`src/hdl/bclk_pkg.sv`:
```
package bclk_pkg;

    // ----------------------------------------------------------------
    // Register indices (byte address is four times the index)
    // ----------------------------------------------------------------
    localparam logic [9:0] CLK_CFG_ONE_IDX = 10'h028;
    localparam logic [9:0] DAC_CFG_IDX = 10'h073;
    localparam logic [9:0] PIN_FUNC_IDX = 10'h080;
    localparam logic [9:0] BCLK_STATUS_IDX = 10'h081;
    localparam int ADDR_LSB = 2;

    // ----------------------------------------------------------------
    // Field positions and reset values
    // ----------------------------------------------------------------
    localparam int DIV_LSB = 4;
    localparam int DIV_MSB = 7;
    localparam int MASTER_BIT = 14;
    localparam int ADC_SEP_BIT = 0;
    localparam logic [15:0] CLK_CFG_ONE_RST = 16'h0000;
    localparam logic [15:0] DAC_CFG_RST = 16'h0000;
    localparam logic [15:0] PIN_FUNC_RST = 16'h0000;
    localparam int REG_W = 16;

    // Status register layout
    localparam int ST_WORD_LSB = 0;
    localparam int ST_MASTER_BIT = 8;
    localparam int ST_SLAVE_LVL_BIT = 9;
    localparam int ST_ADC_SEP_BIT = 10;
    localparam int ST_EDGE_LSB = 16;
    localparam int EDGE_W = 8;

    // Divider period width, in whole system clock cycles
    localparam int PER_W = 6;

    // ----------------------------------------------------------------
    // Carriers
    // ----------------------------------------------------------------
    typedef struct packed {
        logic drive;
        logic enable;
    } pin_out_t;

    // ----------------------------------------------------------------
    // Divider tables
    // ----------------------------------------------------------------
    // Twice the division ratio, so halves stay whole numbers
    function automatic logic [PER_W:0] ratio_x2(input logic [3:0] code);
        case (code)
            4'h0: ratio_x2 = 7'h02;
            4'h1: ratio_x2 = 7'h03;
            4'h2: ratio_x2 = 7'h04;
            4'h3: ratio_x2 = 7'h06;
            4'h4: ratio_x2 = 7'h08;
            4'h5: ratio_x2 = 7'h0B;
            4'h6: ratio_x2 = 7'h0C;
            4'h7: ratio_x2 = 7'h10;
            4'h8: ratio_x2 = 7'h16;
            4'h9: ratio_x2 = 7'h18;
            4'hA: ratio_x2 = 7'h20;
            4'hB: ratio_x2 = 7'h2C;
            4'hC: ratio_x2 = 7'h30;
            default: ratio_x2 = 7'h40;
        endcase
    endfunction

    // Longest word carried at full sample rate, zero for none
    function automatic logic [5:0] max_word(input logic [3:0] code);
        case (code)
            4'h0, 4'h1, 4'h2, 4'h3, 4'h4: max_word = 6'h20;
            4'h5, 4'h6: max_word = 6'h14;
            4'h7: max_word = 6'h10;
            4'h8, 4'h9, 4'hA: max_word = 6'h08;
            default: max_word = 6'h00;
        endcase
    endfunction

endpackage

```
`src/hdl/audio_bit_clock_gen.sv`:
```
`timescale 1ns/1ps
// Contract
// - Master mode divides the system clock by the selected ratio for the bit clock.
// - Field 7:4 picks 1,1.5,2,3,4,5.5,6,8,11,12,16,22,24; codes 13-15 give 32.
// - Max word length per code: 32, 20, 16, 8, or none.
// - Separate ADC bit clock on alternate pin uses the same divider.
// - Slave mode generates nothing; bit clock pin is an input.
// - In master mode ADC and DAC share one bit clock.
// - Bit 14 set drives bit clock pin as master; clear makes it input.
module audio_bit_clock_gen (
    input wire logic pclk,
    input wire logic presetn,
    input wire logic psel,
    input wire logic penable,
    input wire logic pwrite,
    input wire logic [11:0] paddr,
    input wire logic [31:0] pwdata,
    input wire logic [3:0] pstrb,
    output logic [31:0] prdata,
    output logic pready,
    output logic pslverr,
    input wire logic bit_clock_in,
    output bclk_pkg::pin_out_t bit_clock_pin,
    output bclk_pkg::pin_out_t alternate_pin_eight,
    output logic bit_clock_tick
);

    // ----------------------------------------------------------------
    // Register bus decode
    // ----------------------------------------------------------------
    logic [15:0] clk_cfg_one_r;
    logic [15:0] dac_cfg_r;
    logic [15:0] pin_func_r;
    logic [31:0] prdata_r;
    logic [31:0] status_word;
    logic [9:0] reg_idx;
    logic hit_cfg;
    logic hit_dac;
    logic hit_pin;
    logic hit_status;
    logic mapped;
    logic wr_en;
    logic setup;

    assign reg_idx = paddr[11:bclk_pkg::ADDR_LSB];
    assign hit_cfg = (reg_idx == bclk_pkg::CLK_CFG_ONE_IDX);
    assign hit_dac = (reg_idx == bclk_pkg::DAC_CFG_IDX);
    assign hit_pin = (reg_idx == bclk_pkg::PIN_FUNC_IDX);
    assign hit_status = (reg_idx == bclk_pkg::BCLK_STATUS_IDX);
    assign mapped = hit_cfg | hit_dac | hit_pin | hit_status;
    assign setup = psel & ~penable;

    // Zero wait states; unmapped or misaligned access flags an error
    assign pready = 1'b1;
    assign pslverr = psel & penable & (~mapped | (paddr[1:0] != 2'h0));
    assign wr_en = psel & penable & pwrite & mapped & (paddr[1:0] == 2'h0);
    assign prdata = prdata_r;

    // Byte-lane merge of a 16-bit register
    function automatic logic [15:0] merge16(input logic [15:0] old,
                                            input logic [31:0] wd,
                                            input logic [3:0] st);
        merge16 = old;
        if (st[0]) begin
            merge16[7:0] = wd[7:0];
        end
        if (st[1]) begin
            merge16[15:8] = wd[15:8];
        end
    endfunction

    // ----------------------------------------------------------------
    // Configuration registers
    // ----------------------------------------------------------------
    // Clock configuration one, holds the divider code
    always_ff @(posedge pclk or negedge presetn) begin
        if (!presetn) begin
            clk_cfg_one_r <= bclk_pkg::CLK_CFG_ONE_RST;
        end else if (wr_en && hit_cfg) begin
            clk_cfg_one_r <= merge16(clk_cfg_one_r, pwdata, pstrb);
        end
    end

    // Audio port DAC configuration, holds the master enable
    always_ff @(posedge pclk or negedge presetn) begin
        if (!presetn) begin
            dac_cfg_r <= bclk_pkg::DAC_CFG_RST;
        end else if (wr_en && hit_dac) begin
            dac_cfg_r <= merge16(dac_cfg_r, pwdata, pstrb);
        end
    end

    // Alternate pin function select
    always_ff @(posedge pclk or negedge presetn) begin
        if (!presetn) begin
            pin_func_r <= bclk_pkg::PIN_FUNC_RST;
        end else if (wr_en && hit_pin) begin
            pin_func_r <= merge16(pin_func_r, pwdata, pstrb);
        end
    end

    // Read data captured in the setup cycle, stable through access
    always_ff @(posedge pclk or negedge presetn) begin
        if (!presetn) begin
            prdata_r <= 32'h0000_0000;
        end else if (setup && !pwrite) begin
            if (hit_cfg) begin
                prdata_r <= {16'h0000, clk_cfg_one_r};
            end else if (hit_dac) begin
                prdata_r <= {16'h0000, dac_cfg_r};
            end else if (hit_pin) begin
                prdata_r <= {16'h0000, pin_func_r};
            end else if (hit_status) begin
                prdata_r <= status_word;
            end else begin
                prdata_r <= 32'h0000_0000;
            end
        end
    end

    // ----------------------------------------------------------------
    // Mode and divider selection
    // ----------------------------------------------------------------
    logic master_en;
    logic adc_sep_en;
    logic [3:0] div_code;
    logic [bclk_pkg::PER_W:0] half_units;
    logic [bclk_pkg::PER_W-1:0] period_nxt;

    assign master_en = dac_cfg_r[bclk_pkg::MASTER_BIT];
    assign adc_sep_en = pin_func_r[bclk_pkg::ADC_SEP_BIT];
    assign div_code = clk_cfg_one_r[bclk_pkg::DIV_MSB:bclk_pkg::DIV_LSB];
    assign half_units = bclk_pkg::ratio_x2(div_code);

    // ----------------------------------------------------------------
    // Master divider
    // ----------------------------------------------------------------
    logic [bclk_pkg::PER_W-1:0] cnt_r;
    logic [bclk_pkg::PER_W-1:0] period_r;
    logic alt_r;
    logic bclk_level_r;
    logic wrap;

    // Odd half-unit count: alternate floor and ceiling periods
    always_comb begin
        period_nxt = half_units[bclk_pkg::PER_W:1];
        if (half_units[0] && alt_r) begin
            period_nxt = period_nxt + 6'h01;
        end
    end

    assign wrap = (cnt_r == 6'h00);

    // Period counter; new divider codes take effect at a period boundary
    always_ff @(posedge pclk or negedge presetn) begin
        if (!presetn) begin
            cnt_r <= 6'h00;
            period_r <= 6'h01;
        end else if (!master_en) begin
            cnt_r <= 6'h00;
            period_r <= 6'h01;
        end else if (wrap) begin
            cnt_r <= period_nxt - 6'h01;
            period_r <= period_nxt;
        end else begin
            cnt_r <= cnt_r - 6'h01;
        end
    end

    // Fractional phase toggles once per whole period
    always_ff @(posedge pclk or negedge presetn) begin
        if (!presetn) begin
            alt_r <= 1'b0;
        end else if (!master_en) begin
            alt_r <= 1'b0;
        end else if (wrap) begin
            alt_r <= ~alt_r;
        end
    end

    // Bit clock high for the first part of each period
    always_ff @(posedge pclk or negedge presetn) begin
        if (!presetn) begin
            bclk_level_r <= 1'b0;
        end else if (!master_en) begin
            bclk_level_r <= 1'b0;
        end else if (wrap) begin
            bclk_level_r <= 1'b1;
        end else begin
            bclk_level_r <= ((cnt_r - 6'h01) >= (period_r >> 1));
        end
    end

    // One pulse per generated period
    always_ff @(posedge pclk or negedge presetn) begin
        if (!presetn) begin
            bit_clock_tick <= 1'b0;
        end else begin
            bit_clock_tick <= master_en & wrap;
        end
    end

    // ----------------------------------------------------------------
    // Pin drive
    // ----------------------------------------------------------------
    // DAC and ADC share the one bit clock on the main pin
    assign bit_clock_pin.drive = bclk_level_r;
    assign bit_clock_pin.enable = master_en;
    // Separate ADC bit clock follows the same divider
    assign alternate_pin_eight.drive = bclk_level_r;
    assign alternate_pin_eight.enable = master_en & adc_sep_en;

    // ----------------------------------------------------------------
    // Slave bit clock observation
    // ----------------------------------------------------------------
    logic sync1_r;
    logic sync2_r;
    logic sync3_r;
    logic [bclk_pkg::EDGE_W-1:0] edge_cnt_r;

    // Two-stage synchroniser, then an edge history stage
    always_ff @(posedge pclk or negedge presetn) begin
        if (!presetn) begin
            sync1_r <= 1'b0;
            sync2_r <= 1'b0;
            sync3_r <= 1'b0;
        end else begin
            sync1_r <= bit_clock_in;
            sync2_r <= sync1_r;
            sync3_r <= sync2_r;
        end
    end

    // Counts host bit clock rising edges while in slave mode
    always_ff @(posedge pclk or negedge presetn) begin
        if (!presetn) begin
            edge_cnt_r <= 8'h00;
        end else if (!master_en && sync2_r && !sync3_r) begin
            edge_cnt_r <= edge_cnt_r + 8'h01;
        end
    end

    // ----------------------------------------------------------------
    // Status word
    // ----------------------------------------------------------------
    always_comb begin
        status_word = 32'h0000_0000;
        status_word[bclk_pkg::ST_WORD_LSB +: 6] = bclk_pkg::max_word(div_code);
        status_word[bclk_pkg::ST_MASTER_BIT] = master_en;
        status_word[bclk_pkg::ST_SLAVE_LVL_BIT] = sync2_r;
        status_word[bclk_pkg::ST_ADC_SEP_BIT] = adc_sep_en;
        status_word[bclk_pkg::ST_EDGE_LSB +: bclk_pkg::EDGE_W] = edge_cnt_r;
    end

endmodule

```
`config.mk`:
```
export PLATFORM = sky130hd
export DESIGN_NAME = audio_bit_clock_gen
export DESIGN_NICKNAME = d
export VERILOG_FILES = /design/src/hdl/bclk_pkg.sv /design/src/hdl/audio_bit_clock_gen.sv
export SDC_FILE = /design/constraint.sdc
export NUM_CORES = 1
export LEC_CHECK = 0
export ABC_AREA = 1
export BUFFER_PORTS_ARGS = -buffer_cell sky130_fd_sc_hd__buf_2
export CELL_PAD_IN_SITES_DETAIL_PLACEMENT = 1
export CELL_PAD_IN_SITES_GLOBAL_PLACEMENT = 1
export CORE_AREA = 2 2 116 118
export DETAILED_ROUTE_END_ITERATION = 10
export DIE_AREA = 0 0 118 120
export GPL_TIMING_DRIVEN = 1
export HOLD_SLACK_MARGIN = 0.03
export PLACE_DENSITY = 0.84
export REMOVE_ABC_BUFFERS = 1
export SLEW_MARGIN = 15
export SYNTH_ARGS = -nofsm -noshare
export SYNTH_HDL_FRONTEND = slang
export SYNTH_SLANG_ARGS = --single-unit
```
`constraint.sdc`:
```
create_clock -name pclk -period 3.1 [get_ports pclk]
set_input_delay 0.465 -clock pclk [delete_from_list [all_inputs] [get_ports pclk]]
set_output_delay 0.465 -clock pclk [all_outputs]
set_load 0.03 [all_outputs]
```
==> run summary <==
status -> finished, final reports clean
remaining antenna violation count after routing -> 0
Cells after Synth -> 648
worst r2r path cells -> 15
FILL cells -> 1651
hold depth -> 1
initial antenna violation count -> 0
clock group share of total power -> 41.3%
GR Overflow Total -> 0
Final period util -> 80.54%
Residual DRC -> 0
crit path DAT -> 2.74 ns
share of layout cells above drive strength 1 -> 17.60%
nets -> 782
core area -> 12980 um2
DRT Pass-1 Iters -> 5
Max Freq -> 0.4005 GHz
CTS tree -> built
setup violators final -> 0
Final Hold Fails -> 0
Post-synth top cells -> nand2_1 (265), dfrtp_1 (97), inv_1 (57), nand3_1 (31), nor2_1 (26)
cell leakage power -> 3.261 nW
Top FF cell, synth -> dfrtp_1
cell internal pwr -> 1.948 mW
largest net degree at the start of global routing -> 78
die height -> 120 um
Row Count -> 42
count leader, synth -> nand2_1
crit path kind -> reg -> reg
utilization after layout -> 45.21%
vias per cell -> 4.932
FFs w/ async S/R, synth -> 100.0%
Crit Path Max Fanout -> 8
FF-to-FF Start -> clk_cfg_one_r[5]$_DFFE_PN0P_
storage element area -> 2427 um2
dpl hpwl -> 9.935 mm
Comb pwr share -> 8.5%
Post-Layout Inst Area -> 5868 um2
worst vdd ir -> 251.9 uV
r2r endpoint -> cnt_r[5]$_DFF_PN0_
vias in the first global route -> 4762
register share of total power -> 50.2%
worst hold endpoint -> sync1_r$_DFF_PN0_
Area growth syn-to-layout -> 13.97%
first-pass GRT wire length -> 23.37 mm
clock-pin slew on the worst setup and hold paths -> 0.07 ns
CP Capture Type -> register
synthesized cell area -> 5149 um2
io pins -> 93
Yosys reg bits -> 97
Yosys top cell by area -> dfrtp_1
DRT iter0 DRCs -> 184
htree depth -> 3
worst-margin pin slew -> 1.038 ns
Setup Buffers After CTS -> 0
CP required -> 3.34 ns
clock skew -> 0.004940 ns
CTS resizes -> 0
Tmin final -> 2.497 ns
Clock Path Buffers -> 2
max_slew headroom -> 30.75%
register area share after synthesis -> 47.14%
syn_area_per_cell -> 7.946 um2
Area contributors post-synth -> dfrtp_1 (47%), nand2_1 (19%), inv_1 (4.2%), ha_1 (4.1%), nand3_1 (3.0%)
Buffers on Ports -> 65
crit path launch type -> register
clock root buffer -> clkbuf_16
HP Start -> bit_clock_in
number of flops mapped to enable cells by yosys -> 0
routed wire length per instance -> 15.57 um
Sw Ratio -> 26.77%
Max Cap Viol -> 0
total wire length -> 13.89 mm
Net Switching -> 0.7118 mW
Synth cell types -> 42
cts hold-fix bufs -> 0
type of the worst min-delay path -> in -> reg
TNS Setup -> 0 ns
Antenna Diode Count -> 0
Placement Cell Area -> 5580 um2
RSZ-0062 raised after global routing -> false
R2R Setup Slk -> 0.60 ns
die width -> 118 um
Max Slew Vio Count -> 0
GR Util All Layers -> 20.84%
area of the multi-input gates -> 2307 um2
clock latency on the worst-skew pair -> 0.35 ns
power per cell area -> 453.2 nW/um2
RePlAce Congestion -> 0.8903
initial core utilization -> 39.67%
CTS buffer count -> 9
vias -> 4399
die area -> 14160 um2
post-synth top area share -> 47.14%
Synth Warn # -> 0
clock net sink count -> 97
[metal layers]
| layer | global-route usage [%] | part of all wire (%) | vias up |
|---|---|---|---|
| met5 | 0 | 0 | - |
| met4 | 7.229 | 2.0 | 0 |
| met3 | 3.755 | 3.7 | 21 |
| met2 | 36.56 | 50 | 82 |
| met1 | 25.86 | 44 | 2163 |
| li1 | - | - | 2133 |
[cells by family (layout without fill, tap and decap cells)]
group,after synthesis,in the layout,synth area share [%]
AO/OA/AOI/OAI,60,60,6.732
XOR/XNOR,10,10,1.701
adder cells (fa/ha/maj),17,17,4.131
buffers and inverters,95,156,8.554
flip-flops,97,97,47.14
other,2,9,0.1459
AND/OR/NAND/NOR,367,367,31.59
[layout by cell type (no fill, tap or decap), types with 2 or more instances in the layout]
cell type / Yosys / final
a21bo_1: 2 / 2
a21oi_1: 14 / 14
buf_2: 4 / 64
buf_4: 13 / 4
clkbuf_16: 0 / 9
clkinvlp_4: 0 / 2
conb_1: 2 / 9
dfrtp_1: 97 / 97
ha_1: 17 / 17
inv_1: 57 / 57
inv_2: 13 / 13
inv_6: 1 / 3
nand2_1: 265 / 265
nand2_2: 11 / 11
nand3_1: 31 / 31
nand3b_1: 2 / 2
nand4_1: 4 / 4
nand4_4: 4 / 4
nor2_1: 26 / 26
nor2_2: 2 / 2
nor2_4: 7 / 7
nor3_1: 9 / 9
o2111ai_1: 3 / 3
o21a_1: 3 / 3
o21ai_0: 25 / 25
o21ai_1: 3 / 3
o22ai_1: 6 / 6
xor2_1: 9 / 9
[worst max-delay path: stages, from the launching register on]
cell,delay [ns]
dfrtp_1,0.49
inv_1,0.14
ha_1,0.30
o21ai_0,0.18
nand2_1,0.11
inv_1,0.08
ha_1,0.23
or2_0,0.23
nand2_2,0.10
nand2_2,0.07
nor2_4,0.11
nand3_1,0.08
nand2_1,0.07
nand3_1,0.07
nand2_1,0.08
inv_1,0.04
[final cells by class]
type,instances,area share (%)
Sequential cell,97,41.36
Inverter,72,4.691
Clock inverter,6,0.8316
Timing Repair Buffer,68,5.970
Tap cell,176,3.753
Multi-Input combinational cell,463,39.32
Clock buffer,10,4.072
[registers in the layout, summed over array words and instances, names as in the netlist]
signal,flops
clk_cfg_one_r,16
sync3_r,1
period_r,5
dac_cfg_r,16
cnt_r,6
bit_clock_tick,1
bclk_level_r,1
edge_cnt_r,8
alt_r,1
pin_func_r,16
prdata,24
sync2_r,1
sync1_r,1
[per-stage QoR]
step	setup WS, ns	cells	total power, mW	hold slack [ns]
global placement	0.7174	876	1.563	0.3402
CTS	0.5880	892	2.695	0.2046
detailed placement	0.6107	876	1.586	0.3530
floorplan	0.8334	632	1.478	0.1694
global route	0.3423	892	2.769	0.2078
finish	0.6032	892	2.659	0.2190
[power groups by stage]
stage,Combinational (mW),Clock [mW],Sequential [mW]
after global placement,0.207,0,1.36
after CTS,0.230,1.13,1.34
after floorplan,0.121,0,1.36
after detailed placement,0.224,0,1.36
after global routing,0.255,1.17,1.34
final,0.225,1.10,1.34
[worst max path at each step]
stage | end | slack (ns) | cells after the start | start
after global placement | cnt_r[2]$_DFF_PN0_ | 0.72 | 13 | clk_cfg_one_r[5]$_DFFE_PN0P_
after detailed placement | cnt_r[5]$_DFF_PN0_ | 0.61 | 15 | clk_cfg_one_r[5]$_DFFE_PN0P_
after floorplan | prdata[10]$_DFFE_PN0P_ | 0.83 | 4 | penable
after global routing | cnt_r[5]$_DFF_PN0_ | 0.34 | 15 | clk_cfg_one_r[5]$_DFFE_PN0P_
after CTS | cnt_r[5]$_DFF_PN0_ | 0.59 | 15 | clk_cfg_one_r[5]$_DFFE_PN0P_
final | cnt_r[5]$_DFF_PN0_ | 0.60 | 15 | clk_cfg_one_r[5]$_DFFE_PN0P_
No activity file was read; power rests on OpenSTA's default activity.
